===== src/hw/dpsp_regs.svh =====
// register offsets, field positions, reset values and codes of the dual pot port
// assumes nothing; definitions only
`ifndef DPSP_REGS_SVH
`define DPSP_REGS_SVH

// ****************************************
// register addresses
// ****************************************
`define DPSP_ADDR_WIPER0 5'h00
`define DPSP_ADDR_WIPER1 5'h01
`define DPSP_ADDR_ACCESS 5'h10

// ****************************************
// reset values and fields
// ****************************************
`define DPSP_WIPER_RST 8'h40
`define DPSP_ACCESS_RST 8'h40
`define DPSP_ACC_PDN_BIT 6
`define DPSP_ACC_ODRAIN_BIT 1
`define DPSP_ACC_WR_MASK 8'h42

// ****************************************
// opcodes and framing
// ****************************************
`define DPSP_OP_NOP 3'h0
`define DPSP_OP_ACC_RD 3'h1
`define DPSP_OP_ACC_WR 3'h3
`define DPSP_OP_REG_RD 3'h4
`define DPSP_OP_REG_WR 3'h6
`define DPSP_ECHO_CODE 3'h7
`define DPSP_PAIR_LAST 4'hf

`endif


===== src/hw/dpsp_pkg.sv =====
// types shared by the dual pot serial port
// assumes the constants header is included by the design file
package dpsp_pkg;

    // ****************************************
    // pin groups and states
    // ****************************************
    typedef struct packed {
        logic sck;
        logic cs_n;
        logic sdi;
    } dpsp_pins_t;

    typedef struct packed {
        logic o;
        logic oe;
    } dpsp_drive_t;

    typedef enum logic [0:0] {
        ST_IDLE,
        ST_SHIFT
    } dpsp_state_t;

endpackage


===== src/hw/dpsp_port.sv =====
// serial register port of a dual digital potentiometer: two wiper registers, one
// access-control register, mode-0 slave shifter clocked by the system clock.
// assumes sck, cs_n and sdi are asynchronous pins; host sck well below clk/6.
`timescale 1ns/10ps
`include "dpsp_regs.svh"

// Contract
// - sdi bits are taken on sck rising edges only while selected.
// - sdo changes on chip-select and sck falling edges; host captures on the next rise.
// - access bit 1 picks sdo drive: 0 push-pull (default), 1 open-drain.
// - with chip select high, sdo floats and the port idles.
// - wiper value picks tap, 00h low end to 7Fh high end.
// - both wipers reset to 40h, mid scale.
// - wiper 0 at 0, wiper 1 at 1, access register at 10h.
// - access bit 6 low shuts pots down; resets high.
// - shutdown keeps wiper values; leaving it restores the stored taps.
// - slave only, spi clock mode 0.
// - every byte travels most significant bit first.
// - first byte is opcode in top three bits plus five address bits.
// - addresses 0 and 1 reach the wipers, 10000b the access register.
// - opcodes 000 nop, 001/011 access read/write, 100/110 addressed read/write.
// - writes take effect on the chip-select rising edge.
// - read frame returns echo in third byte, data in fourth.
// - shifted input pairs pass out on sdo toward the next chained device.
// - read response is 111b plus address, then the data byte.
module dpsp_port (
    // clock and reset
    input wire logic clk,
    input wire logic rst_n,
    input wire logic clk_en,
    // serial pins
    input wire logic sck,
    input wire logic cs_n,
    input wire logic sdi,
    output logic sdo_o,
    output logic sdo_oe,
    // potentiometer control
    output logic [7:0] wiper_zero_tap,
    output logic [7:0] wiper_one_tap,
    output logic power_down_n,
    output logic pots_open,
    output logic frame_active
);

    // ****************************************
    // helpers
    // ****************************************
    // register read mux, zero for unmapped addresses
    function automatic logic [7:0] reg_value(
        input logic [4:0] addr,
        input logic [7:0] w0,
        input logic [7:0] w1,
        input logic [7:0] acc
    );
        logic [7:0] v;
        v = 8'h00;
        case (addr)
            `DPSP_ADDR_WIPER0: v = w0;
            `DPSP_ADDR_WIPER1: v = w1;
            `DPSP_ADDR_ACCESS: v = acc;
            default: v = 8'h00;
        endcase
        return v;
    endfunction

    // true when a pair writes the register at target
    function automatic logic wr_hit(
        input logic [15:0] pair,
        input logic [4:0] target
    );
        logic hit;
        hit = 1'b0;
        if (pair[15:13] == `DPSP_OP_REG_WR) begin
            hit = (pair[12:8] == target);
        end else if (pair[15:13] == `DPSP_OP_ACC_WR) begin
            hit = (target == `DPSP_ADDR_ACCESS);
        end
        return hit;
    endfunction

    // ****************************************
    // pin synchronisers
    // ****************************************
    dpsp_pkg::dpsp_pins_t s1_ff;
    dpsp_pkg::dpsp_pins_t s2_ff;
    dpsp_pkg::dpsp_pins_t s3_ff;
    dpsp_pkg::dpsp_pins_t filt_ff;
    dpsp_pkg::dpsp_pins_t nxt_filt;

    always_ff @(posedge clk) begin
        if (!rst_n) begin
            s1_ff <= '0;
            s2_ff <= '0;
            s3_ff <= '0;
        end else if (clk_en) begin
            s1_ff <= '{sck: sck, cs_n: cs_n, sdi: sdi};
            s2_ff <= s1_ff;
            s3_ff <= s2_ff;
        end
    end

    // a level counts once stages two and three agree
    always_comb begin
        nxt_filt = filt_ff;
        if (s2_ff.sck == s3_ff.sck) begin
            nxt_filt.sck = s3_ff.sck;
        end
        if (s2_ff.cs_n == s3_ff.cs_n) begin
            nxt_filt.cs_n = s3_ff.cs_n;
        end
        if (s2_ff.sdi == s3_ff.sdi) begin
            nxt_filt.sdi = s3_ff.sdi;
        end
    end

    // chip select filters from low so a select held through reset is no edge
    always_ff @(posedge clk) begin
        if (!rst_n) begin
            filt_ff <= '0;
        end else if (clk_en) begin
            filt_ff <= nxt_filt;
        end
    end

    logic sck_rise;
    logic sck_fall;
    logic cs_fall;
    logic cs_rise;
    assign sck_rise = ~filt_ff.sck & nxt_filt.sck;
    assign sck_fall = filt_ff.sck & ~nxt_filt.sck;
    assign cs_fall = filt_ff.cs_n & ~nxt_filt.cs_n;
    assign cs_rise = ~filt_ff.cs_n & nxt_filt.cs_n;

    // ****************************************
    // frame state
    // ****************************************
    dpsp_pkg::dpsp_state_t state_ff;

    always_ff @(posedge clk) begin
        if (!rst_n) begin
            state_ff <= dpsp_pkg::ST_IDLE;
        end else if (clk_en) begin
            case (state_ff)
                dpsp_pkg::ST_IDLE: begin
                    if (cs_fall) begin
                        state_ff <= dpsp_pkg::ST_SHIFT;
                    end
                end
                dpsp_pkg::ST_SHIFT: begin
                    if (cs_rise) begin
                        state_ff <= dpsp_pkg::ST_IDLE;
                    end
                end
                default: state_ff <= dpsp_pkg::ST_IDLE;
            endcase
        end
    end

    logic shifting;
    logic take_bit;
    assign shifting = (state_ff == dpsp_pkg::ST_SHIFT) && !cs_rise;
    assign take_bit = shifting && sck_rise;

    // ****************************************
    // input shifter
    // ****************************************
    logic [14:0] in_sr_ff;
    logic [3:0] bit_cnt_ff;
    logic [15:0] pair_ff;
    logic pair_vld_ff;
    logic [15:0] nxt_pair;
    logic pair_done;
    assign nxt_pair = {in_sr_ff, nxt_filt.sdi};
    assign pair_done = take_bit && (bit_cnt_ff == `DPSP_PAIR_LAST);

    always_ff @(posedge clk) begin
        if (!rst_n) begin
            in_sr_ff <= '0;
            bit_cnt_ff <= '0;
        end else if (clk_en) begin
            if (cs_fall || cs_rise) begin
                bit_cnt_ff <= '0;
            end else if (take_bit) begin
                in_sr_ff <= nxt_pair[14:0];
                bit_cnt_ff <= bit_cnt_ff + 4'h1;
            end
        end
    end

    // latest whole instruction and data pair of this frame
    always_ff @(posedge clk) begin
        if (!rst_n) begin
            pair_ff <= '0;
            pair_vld_ff <= 1'b0;
        end else if (clk_en) begin
            if (cs_fall) begin
                pair_vld_ff <= 1'b0;
            end else if (pair_done) begin
                pair_ff <= nxt_pair;
                pair_vld_ff <= 1'b1;
            end
        end
    end

    // ****************************************
    // registers
    // ****************************************
    logic [7:0] wiper0_ff;
    logic [7:0] wiper1_ff;
    logic [7:0] access_ff;
    logic apply;
    assign apply = (state_ff == dpsp_pkg::ST_SHIFT) && cs_rise && pair_vld_ff;

    always_ff @(posedge clk) begin
        if (!rst_n) begin
            wiper0_ff <= `DPSP_WIPER_RST;
            wiper1_ff <= `DPSP_WIPER_RST;
        end else if (clk_en && apply) begin
            if (wr_hit(pair_ff, `DPSP_ADDR_WIPER0)) begin
                wiper0_ff <= pair_ff[7:0];
            end
            if (wr_hit(pair_ff, `DPSP_ADDR_WIPER1)) begin
                wiper1_ff <= pair_ff[7:0];
            end
        end
    end

    // only the shutdown and drive-type bits are writable
    always_ff @(posedge clk) begin
        if (!rst_n) begin
            access_ff <= `DPSP_ACCESS_RST;
        end else if (clk_en && apply && wr_hit(pair_ff, `DPSP_ADDR_ACCESS)) begin
            access_ff <= pair_ff[7:0] & `DPSP_ACC_WR_MASK;
        end
    end

    // ****************************************
    // response and chain output
    // ****************************************
    logic [15:0] out_sr_ff;
    logic sdo_bit_ff;
    logic [15:0] nxt_out;
    logic [4:0] rd_addr;
    logic is_read;

    always_comb begin
        rd_addr = nxt_pair[12:8];
        is_read = 1'b0;
        case (nxt_pair[15:13])
            `DPSP_OP_ACC_RD: begin
                rd_addr = `DPSP_ADDR_ACCESS;
                is_read = 1'b1;
            end
            `DPSP_OP_REG_RD: begin
                is_read = 1'b1;
            end
            default: is_read = 1'b0;
        endcase
        if (is_read) begin
            nxt_out = {`DPSP_ECHO_CODE, rd_addr,
                       reg_value(rd_addr, wiper0_ff, wiper1_ff, access_ff)};
        end else begin
            nxt_out = nxt_pair;
        end
    end

    // the word survives chip-select rise so a chained read answers next frame
    always_ff @(posedge clk) begin
        if (!rst_n) begin
            out_sr_ff <= '0;
            sdo_bit_ff <= 1'b0;
        end else if (clk_en) begin
            if (pair_done) begin
                out_sr_ff <= nxt_out;
            end else if (cs_fall || (shifting && sck_fall)) begin
                sdo_bit_ff <= out_sr_ff[15];
                out_sr_ff <= {out_sr_ff[14:0], 1'b0};
            end
        end
    end

    // ****************************************
    // pin drive and outputs
    // ****************************************
    dpsp_pkg::dpsp_drive_t drive_ff;
    logic odrain;
    assign odrain = access_ff[`DPSP_ACC_ODRAIN_BIT];

    always_ff @(posedge clk) begin
        if (!rst_n) begin
            drive_ff <= '0;
        end else if (clk_en) begin
            if (state_ff != dpsp_pkg::ST_SHIFT) begin
                drive_ff <= '0;
            end else if (odrain) begin
                drive_ff <= '{o: 1'b0, oe: ~sdo_bit_ff};
            end else begin
                drive_ff <= '{o: sdo_bit_ff, oe: 1'b1};
            end
        end
    end

    logic pots_open_ff;
    always_ff @(posedge clk) begin
        if (!rst_n) begin
            pots_open_ff <= 1'b0;
        end else if (clk_en) begin
            pots_open_ff <= ~access_ff[`DPSP_ACC_PDN_BIT];
        end
    end

    assign sdo_o = drive_ff.o;
    assign sdo_oe = drive_ff.oe;
    // taps stay stored through shutdown; pots_open alone disconnects the array
    assign wiper_zero_tap = wiper0_ff;
    assign wiper_one_tap = wiper1_ff;
    assign power_down_n = access_ff[`DPSP_ACC_PDN_BIT];
    assign pots_open = pots_open_ff;
    assign frame_active = (state_ff == dpsp_pkg::ST_SHIFT);

endmodule // dpsp_port


===== config.mk =====
export PLATFORM = sky130hd
export DESIGN_NAME = dpsp_port
export DESIGN_NICKNAME = d
export VERILOG_FILES = /design/src/hw/dpsp_pkg.sv /design/src/hw/dpsp_port.sv
export VERILOG_INCLUDE_DIRS = /design/src /design/src/hw
export SDC_FILE = /design/constraint.sdc
export NUM_CORES = 1
export LEC_CHECK = 0
export BUFFER_PORTS_ARGS = -buffer_cell sky130_fd_sc_hd__buf_2
export CORE_MARGIN = 2
export CORE_UTILIZATION = 55
export DETAILED_ROUTE_END_ITERATION = 12
export PLACE_DENSITY = 0.7
export SETUP_SLACK_MARGIN = 0.02
export SKIP_CTS_REPAIR_TIMING = 1
export SLEW_MARGIN = 10
export SYNTH_ARGS = -nofsm -noshare
export SYNTH_HDL_FRONTEND = slang
export SYNTH_SLANG_ARGS = --single-unit

===== constraint.sdc =====
create_clock -name clk -period 4.01 [get_ports clk]
set_input_delay 0.2005 -clock clk [delete_from_list [all_inputs] [get_ports clk]]
set_output_delay 0.2005 -clock clk [all_outputs]
set_load 0.01 [all_outputs]

# After elaboration in Yosys (flattened, before gate mapping)
# Index checks and enable logic that the tools add are counted.
# totals
register_bits	87
output_inout_bits	21
inputBits	6
wordCells	104
# op_classes
n_bitwise	14
n_addsub	1
n_reduce_logical	25
mux	27
n_eq_ne	12
# op_table
operator	n
2-to-1 mux 16 bit	3
case mux 8 bit (3 select lines)	1
2-to-1 mux 1 bit	17
== test 5 x 1 -> 1 bit, second input constant	2
== test 5 bit, second input constant	2
zero test 5 bit	2
NOT 1 bit	10
AND reduction 2 bit	5
AND reduction 3 bit	3
logical AND 1 bit	8
2-to-1 mux 4 bit	2
== test 3 bit, second input constant	2
nonzero test 2 bit	3
2-to-1 mux 5 bit	1
adder 4 x 1 -> 4 bit, second input constant	1
AND 1 bit	4
== test 4 bit, second input constant	1
2-to-1 mux 2 bit	2
== test 1 bit	3
== test 3 x 1 -> 1 bit, second input constant	1
== test 3 x 2 -> 1 bit, second input constant	1
logical OR 1 bit	2
case mux 1 bit (2 select lines)	1
OR reduction 2 bit	1
zero test 1 bit	1

# Logic depth before layout (Yosys ltp)
# Gate-level depths: netlist (run 1).
# logic_depth
depth_word	9
depth_mapped	9

# Worst setup path after synthesis (run 1)
# OpenSTA, ideal clock, no wires.
# synth_path
kind	reg-to-reg
from	register filt_ff[1] (netlist bit)
to	register out_sr_ff[10]
arrival_ns	2.052
slack_ns	1.841
path_stages_with_launch	10
required_ns	3.894
path_cell_list	dfxtp_1 maj3_1 ha_1 nand4bb_1 buf_2 nor2_4 o21a_1 buf_2 nand3_1 o211a_1
# synth_lines
element	line	text
start, declared	dpsp_port.sv:87	dpsp_pkg::dpsp_pins_t filt_ff;
start signal, assigned	dpsp_port.sv:121	filt_ff <= nxt_filt;
end signal, assigned	dpsp_port.sv:274	out_sr_ff <= nxt_out;
end signal, assigned	dpsp_port.sv:277	out_sr_ff <= {out_sr_ff[14:0], 1'b0};
end, declared	dpsp_port.sv:240	logic [15:0] out_sr_ff;

==> impl_table.tex, run 1 <==
\begin{tabular}{lr}
\hline
Metric & Value \\
\hline
\multicolumn{2}{l}{\textbf{Clocking}} \\
\quad Number of clock sinks & 87 \\
\quad H-tree depth & 3 \\
\quad Number of buffers on the longest clock path & 2 \\
\quad TritonCTS clock tree & built \\
\quad Root cell of the clock tree & clkbuf\_8 \\
\quad Clock input transition at the sequential cells of the worst setup and hold paths & 0.09 ns \\
\quad Worst skew pair latency & 0.35 ns \\
\quad Clock buffers created by TritonCTS & 9 \\
\multicolumn{2}{l}{\textbf{Floorplan}} \\
\quad Vertical die dimension & 87.64 um \\
\quad Chip Width & 87.64 um \\
\quad Std-Cell Rows & 30 \\
\quad Area of the die & 7681 um\^{}2 \\
\quad Effective utilization at floorplan & 56.63\% \\
\quad Number of ports placed on the die boundary & 27 \\
\quad Area of the core region & 6794 um\^{}2 \\
\multicolumn{2}{l}{\textbf{Synthesis}} \\
\quad Post-synth design cell area & 3847 um\^{}2 \\
\quad Fraction of synthesized cell area taken by the top area cell type & 45.27\% \\
\quad Synthesized area divided by synthesized cell count & 8.989 um\^{}2 \\
\quad Library cell occupying the most area in the post-synthesis netlist & dfxtp\_1 \\
\quad Number of synthesized flops with an enable pin & 0 \\
\quad Proportion of register bits with asynchronous set or reset after synthesis & 0\% \\
\quad Synthesized instance count & 428 \\
\quad Post-Syn Nets & 437 \\
\quad Leading register cell type out of synthesis & dfxtp\_1 \\
\quad Biggest area contributors in the synthesized netlist & dfxtp\_1, nand2\_1, mux2i\_1, a21boi\_0, nor2b\_1 \\
\quad Syn. warnings & 0 \\
\quad \#FFs+latches synth & 87 \\
\quad Number of distinct library cell variants in the gate-level netlist after synthesis & 52 \\
\quad Register area share after synthesis & 45.27\% \\
\multicolumn{2}{l}{\textbf{Outcome}} \\
\quad Status & finished clean \\
\multicolumn{2}{l}{\textbf{Timing}} \\
\quad Time the worst path needs with I/O delays and setup & 2.930 ns \\
\quad Total negative slack & 0 ns \\
\quad Share of the cycle needed by the critical path after routing & 73.08\% \\
\quad Worst-Margin Slew & 1.053 ns \\
\quad Fin. Hold Viols & 0 \\
\quad Setup violations, final & 0 \\
\quad Total count of max-transition violations in the final report & 0 \\
\quad Skew final & 0.01369 ns \\
\quad Minimum setup slack in the final design & 1.080 ns \\
\quad Worst rel slew slack & 29.79\% \\
\quad Unrepaired setup endpoints after global routing & false \\
\quad Fmax achieved & 341.3 MHz \\
\multicolumn{2}{l}{\textbf{Drt}} \\
\quad WL final & 7.769 mm \\
\quad DRC & 0 \\
\quad Routed vias/inst & 5.468 \\
\quad ANT nets after route & 0 \\
\quad DRT Pass-1 Iters & 4 \\
\quad WL/cell & 14.31 um \\
\quad First DRT Iteration DRCs & 184 \\
\quad Via count of the routed design & 2969 \\
\multicolumn{2}{l}{\textbf{Cells and area}} \\
\quad Net count, final & 451 \\
\quad Growth of design area from synthesis to finish & 8.715\% \\
\quad Commonest cells after routing, fill and taps aside & dfxtp\_1, nand2\_1, a21boi\_0, mux2i\_1, nor2b\_1 \\
\quad Ratio of cells with drive above 1 in the final layout & 12.98\% \\
\quad Final std cells w/o fill & 543 \\
\quad Diodes inserted & 0 \\
\quad Most frequent standard cell in the layout excluding fill and tap cells & dfxtp\_1 \\
\multicolumn{2}{l}{\textbf{Worst setup path}} \\
\quad Worst R2R Path Depth & 7 \\
\quad Critical path origin & s2\_ff[1] \\
\quad Number of gates on the worst path with buffers counted & 7 \\
\quad Arrival time at the worst endpoint & 3.21 ns \\
\quad WS Path Type & register to register \\
\quad Worst Setup Start Kind & register \\
\quad Kind of cell with the highest combined delay on the critical path & simple AND/OR/NAND/NOR gates \\
\quad Capture point of the worst reg-to-reg path & out\_sr\_ff[14] \\
\quad Kind of capture point of the worst setup path & register \\
\quad CP required & 4.29 ns \\
\quad Cell with the biggest individual delay on the critical path & nand4bb\_1 \\
\quad Crit path buf inv count & 0 \\
\quad Maximum single-stage delay on the critical path & 0.53 ns \\
\quad Launch instance of the worst register-to-register path & s2\_ff[1] \\
\quad Reg-to-reg slack, setup & 1.08 ns \\
\quad Critical path fanouts, max & 17 \\
\quad Crit path cell chain & maj3\_1 > ha\_1 > nand4bb\_1 > nor2\_4 > o21a\_1 > o211ai\_1 > a21boi\_0 \\
\multicolumn{2}{l}{\textbf{Power and ir drop}} \\
\quad Worst vdd rail ir drop & 0.2866 mV \\
\quad Power per unit of standard cell area & 357.4 nW/um\^{}2 \\
\quad Total power consumption of the routed design & 1495 uW \\
\quad Leakage dissipation & 0.001623 uW \\
\multicolumn{2}{l}{\textbf{Placed design}} \\
\quad GP Congestion & 0.8390 \\
\quad Worst-case setup slack after placement & 1.125 ns \\
\quad Placed Cells incl. Taps & 527 \\
\quad Port buffer count & 26 \\
\quad Hpwl dp & 5.248 mm \\
\multicolumn{2}{l}{\textbf{Run}} \\
\quad Number of max-capacitance violations reported & 0 \\
\multicolumn{2}{l}{\textbf{GRT}} \\
\quad Met2 Resource Use GR & 29.27\% \\
\quad Total gr overflow & 0 \\
\quad Total track usage & 20.97\% \\
\quad Global route hottest layer & met1 \\
\quad Via count of the first global-routing pass & 2498 \\
\quad Met1 Use GR & 31.68\% \\
\quad Global-route wire length before repair & 12.52 mm \\
\quad Largest net degree at the start of global routing & 72 \\
\quad Met3 layer usage reported by global route & 3.393\% \\
\quad Number of antenna violations at the first check in global routing & 0 \\
\multicolumn{2}{l}{\textbf{Hold path}} \\
\quad Hold Crit Depth & 3 \\
\quad Worst hold path class & primary input to register \\
\quad Worst min-delay path endpoint & s1\_ff[0] \\
\quad Worst hold path startpoint & sdi \\
\hline
\end{tabular}
-- worst reg2reg max path: stages (launching register included) --
cell       delay (ns)
dfxtp_1          0.33
maj3_1           0.40
ha_1             0.24
nand4bb_1        0.53
nor2_4           0.47
o21a_1           0.52
o211ai_1         0.18
a21boi_0         0.18
-- metal layers --
metal / wire length [um] / vias to the layer above / part of all wire [%]
met4: 84 / 0 / 1.1
met5: 0 / - / 0
met1: 3987 / 1404 / 51
li1: - / 1507 / -
met2: 3365 / 50 / 43
met3: 332 / 8 / 4.3
-- layout make-up --
type	instances	area (um^2)
clock buffers	10	127.6
clock inverters	6	61.31
fillers	593	2611
inverters	7	26.28
multi-input cells	310	1968
flip-flops and latches	87	1742
well taps	96	120.1
repair buffers	27	137.6
-- worst max-delay path by stage --
| stage | endpoint | slack (ns) |
|---|---|---|
| 2_1_floorplan | out_sr_ff[10] | 1.84 |
| 3_3_place_gp | out_sr_ff[14] | 1.21 |
| 3_5_place_dp | out_sr_ff[14] | 1.12 |
| 4_1_cts | out_sr_ff[3] | 1.09 |
| 5_1_grt | out_sr_ff[3] | 0.80 |
| 6_report | out_sr_ff[14] | 1.08 |
-- flip-flops by register name, indices dropped and copies added, names as in the netlist, 2 cells and up --
register,count
filt_ff,3
in_sr_ff,15
wiper_zero_tap,8
wiper_one_tap,8
s3_ff,3
bit_cnt_ff,4
s1_ff,3
pair_ff,16
out_sr_ff,16
access_ff,2
s2_ff,3
-- through the flow --
step	hold WS (ns)	util (%)	instance area, um^2
2_1_floorplan	0.3699	-	3847
5_1_grt	0.09554	61.57	4183
4_1_cts	0.09552	61.57	4183
3_3_place_gp	0.4307	58.78	3994
3_5_place_dp	0.4411	58.78	3994
6_report	0.1055	61.57	4183
-- where the power goes --
part	leakage [uW]	switching [uW]	internal, uW	total (uW)
Clock	0.0000960	304	286	590
Combinational	0.000826	20.0	16.4	36.4
Sequential	0.000701	2.73	866	869
Total	0.00162	326	1170	1500
-- Yosys cell counts, drive strengths merged (4+ instances only) --
cell / n
clkbuf: 11
mux2i: 30
buf: 13
a21boi: 38
nand2: 86
nor2: 17
mux2: 6
o21ai: 21
nor3: 6
a221oi: 7
and2: 4
inv: 7
a21oi: 5
nand3: 16
o211a: 5
nor2b: 27
dfxtp: 87
-- cell families (layout without fill, tap and decap cells) --
group / after synthesis / in the layout / synth area share, %
muxes: 36 / 36 / 9.561
xor gates and xnor gates: 1 / 1 / 0.2277
DFF: 87 / 87 / 45.27
AOI/OAI and AO/OA: 91 / 91 / 16.62
buffers and inverters: 31 / 50 / 3.577
adders and majority gates: 5 / 5 / 1.496
and+or+nand+nor: 177 / 177 / 23.25
(Power assumes the default switching activity.)
==> run 2: changes to the inputs <==
==> constraint.sdc (replaced) <==
create_clock -name clk -period 2.7 [get_ports clk]
set_input_delay 0.135 -clock clk [delete_from_list [all_inputs] [get_ports clk]]
set_output_delay 0.135 -clock clk [all_outputs]
set_load 0.01 [all_outputs]
==> run 2 against run 1 <==
Effect of this change: flip-flop and latch count did not move; via count increased by 0.91%; sequential share of layout area is 0.84 points lower; clock skew is 0.00060 ns lower; first-iteration DRC count up 45%; final cell count up 1.3%; sequential power is 48% higher; non-clock buffer count increased by 7; die area stayed put; worst setup slack lost 0.82 ns; critical endpoint is now out_sr_ff[7]; largest power group unchanged; highest routed layer unchanged.
==> impl_table.tex, run 2 (synthesis gave the netlist of run 1 again) <==
\begin{tabular}{lr}
\hline
Metric & Value \\
\hline
\multicolumn{2}{l}{\textbf{Worst setup path}} \\
\quad Maximum single-stage delay on the critical path & 0.39 ns (was 0.53 ns) \\
\quad Kind of capture point of the worst setup path & register (unchanged) \\
\quad Crit path cell chain & maj3\_1 > ha\_1 > nand4bb\_1 > buf\_4 > nor2\_4 > nand2\_1 > a221oi\_1 > nor3\_1 (was maj3\_1 > ha\_1 > nand4bb\_1 > nor2\_4 > o21a\_1 > o211ai\_1 > a21boi\_0) \\
\quad Cell with the biggest individual delay on the critical path & maj3\_1 (was nand4bb\_1) \\
\quad Crit path buf inv count & 1 (was 0) \\
\quad Worst Setup Start Kind & register (unchanged) \\
\quad Arrival time at the worst endpoint & 2.68 ns (was 3.21 ns) \\
\quad Kind of cell with the highest combined delay on the critical path & simple AND/OR/NAND/NOR gates (unchanged) \\
\quad Critical path fanouts, max & 9 (was 17) \\
\quad WS Path Type & register to register (unchanged) \\
\quad CP required & 2.94 ns (was 4.29 ns) \\
\multicolumn{2}{l}{\textbf{Placed design}} \\
\quad Port buffer count & 26 (unchanged) \\
\quad GP Congestion & 0.8378 (was 0.8390) \\
\quad Hpwl dp & 5.537 mm (was 5.248 mm) \\
\quad Cell Area, Placed & 4046 um\^{}2 (was 3994 um\^{}2) \\
\multicolumn{2}{l}{\textbf{Cells and area}} \\
\quad Net count, final & 458 (was 451) \\
\quad Top Registers & out\_sr\_ff: 16 flops, pair\_ff: 16 flops, in\_sr\_ff: 15 flops (unchanged) \\
\quad Area of all placed cells without fillers & 4269 um\^{}2 (was 4183 um\^{}2) \\
\quad Flip-flop and latch area & 1742 um\^{}2 (unchanged) \\
\quad Commonest cells after routing, fill and taps aside & dfxtp\_1, nand2\_1, a21boi\_0, mux2i\_1, nor2b\_1 (unchanged) \\
\quad Growth of design area from synthesis to finish & 10.96\% (was 8.715\%) \\
\quad FILL cells & 595 (was 593) \\
\quad Diodes inserted & 0 (unchanged) \\
\quad Most frequent standard cell in the layout excluding fill and tap cells & dfxtp\_1 (unchanged) \\
\quad Ratio of cells with drive above 1 in the final layout & 14.32\% (was 12.98\%) \\
\quad Multi-input gate area & 1968 um\^{}2 (unchanged) \\
\quad Layout Utilization & 62.84\% (was 61.57\%) \\
\multicolumn{2}{l}{\textbf{GRT}} \\
\quad Number of antenna violations at the first check in global routing & 0 (unchanged) \\
\quad Global-route wire length before repair & 13.58 mm (was 12.52 mm) \\
\quad Total gr overflow & 0 (unchanged) \\
\quad Largest net degree at the start of global routing & 43 (was 72) \\
\quad Total track usage & 22.62\% (was 20.97\%) \\
\quad Via count of the first global-routing pass & 2775 (was 2498) \\
\multicolumn{2}{l}{\textbf{Drt}} \\
\quad DRC & 0 (unchanged) \\
\quad DRT Pass-1 Iters & 4 (unchanged) \\
\quad WL/cell & 14.59 um (was 14.31 um) \\
\quad ANT nets after route & 0 (unchanged) \\
\quad First DRT Iteration DRCs & 267 (was 184) \\
\quad WL final & 8.026 mm (was 7.769 mm) \\
\quad Routed vias/inst & 5.447 (was 5.468) \\
\quad Via count of the routed design & 2996 (was 2969) \\
\multicolumn{2}{l}{\textbf{Clocking}} \\
\quad Worst skew pair latency & 0.35 ns (about the same) \\
\quad Clock input transition at the sequential cells of the worst setup and hold paths & 0.09 ns (about the same) \\
\quad Clock buffers created by TritonCTS & 9 (unchanged) \\
\quad H-tree depth & 3 (unchanged) \\
\quad Number of clock sinks & 87 (unchanged) \\
\quad Number of buffers on the longest clock path & 2 (unchanged) \\
\quad Root cell of the clock tree & clkbuf\_8 (unchanged) \\
\quad TritonCTS clock tree & built (unchanged) \\
\multicolumn{2}{l}{\textbf{Timing}} \\
\quad Time the worst path needs with I/O delays and setup & 2.439 ns (was 2.930 ns) \\
\quad Unrepaired setup endpoints after global routing & false (unchanged) \\
\quad Worst-Margin Slew & 0.7340 ns (was 1.053 ns) \\
\quad Setup violations, final & 0 (unchanged) \\
\quad Total negative slack & 0 ns (unchanged) \\
\quad Skew final & 0.01309 ns (was 0.01369 ns) \\
\quad Worst rel slew slack & 51.00\% (was 29.79\%) \\
\quad Fin. Hold Viols & 0 (unchanged) \\
\quad Share of the cycle needed by the critical path after routing & 90.32\% (was 73.08\%) \\
\quad Total count of max-transition violations in the final report & 0 (unchanged) \\
\quad Fmax achieved & 410.1 MHz (was 341.3 MHz) \\
\multicolumn{2}{l}{\textbf{Floorplan}} \\
\quad Std-Cell Rows & 30 (unchanged) \\
\quad Area of the core region & 6794 um\^{}2 (unchanged) \\
\quad Number of ports placed on the die boundary & 27 (unchanged) \\
\quad Effective utilization at floorplan & 56.63\% (unchanged) \\
\quad Chip Width & 87.64 um (unchanged) \\
\quad Vertical die dimension & 87.64 um (unchanged) \\
\quad Area of the die & 7681 um\^{}2 (unchanged) \\
\multicolumn{2}{l}{\textbf{Power and ir drop}} \\
\quad Worst vdd rail ir drop & 0.3229 mV (was 0.2866 mV) \\
\quad Leakage dissipation & 0.001672 uW (was 0.001623 uW) \\
\quad Power per unit of standard cell area & 549.8 nW/um\^{}2 (was 357.4 nW/um\^{}2) \\
\multicolumn{2}{l}{\textbf{Outcome}} \\
\quad Status & finished clean (unchanged) \\
\multicolumn{2}{l}{\textbf{Hold path}} \\
\quad Worst hold path class & primary input to register (unchanged) \\
\multicolumn{2}{l}{\textbf{Run}} \\
\quad Number of max-capacitance violations reported & 0 (unchanged) \\
\hline
\end{tabular}
-- run 2: report_power, final --
| group | leakage, uW | internal, uW | total, uW | switching (uW) |
|---|---|---|---|---|
| Sequential | 0.000701 | 1290 | 1290 | 4.27 |
| Combinational | 0.000861 | 25.2 | 55.1 | 29.9 |
| Clock | 0.000110 | 547 | 1000 | 454 |
| Total | 0.00167 | 1860 | 2350 | 488 |
-- run 2: final cells by class --
type | instances | area share, %
repair buffers | 34 | 4.455
multi-input cells | 310 | 46.10
well taps | 96 | 2.814
inverters | 7 | 0.6155
flip-flops and latches | 87 | 40.80
clock buffers | 11 | 3.312
clock inverters | 5 | 1.905
-- run 2: metrics by stage --
step	setup slack, ns	hold WS, ns	cells	total power [uW]
after floorplan	0.5315	0.3044	428	1362
after global placement	0.2886	0.3931	534	1376
after detailed placement	0.2549	0.4000	534	1377
after CTS	0.2447	0.02066	550	2370
after global routing	0.1140	0.02525	550	2426
final	0.2614	0.03594	550	2347
-- run 2: final timing paths --
kind / start / endpoint / slack (ns) / cells after the start
worst max register to register: filt_ff[1] / out_sr_ff[7] / 0.26 / 8
worst min register to register: pair_vld_ff / pair_vld_ff / 0.45 / 2
worst min-delay path: sdi / s1_ff[0] / 0.04 / 3
worst max-delay path: filt_ff[1] / out_sr_ff[7] / 0.26 / 8
-- run 2: tightest hold or removal path: cells and delay by family --
family / cells / cell delay, ns
and+or+nand+nor: 1 / 0.09
buffers and inverters: 1 / 0.07
muxes: 1 / 0.05
-- run 2: per-layer routing --
layer  track usage, %  share of wire (%)  vias up
met5                0                  0        -
met4            6.993                1.1        0
met3            4.524                2.8       12
met2            32.85                 44       45
met1            33.76                 53     1418
li1                 -                  -     1521
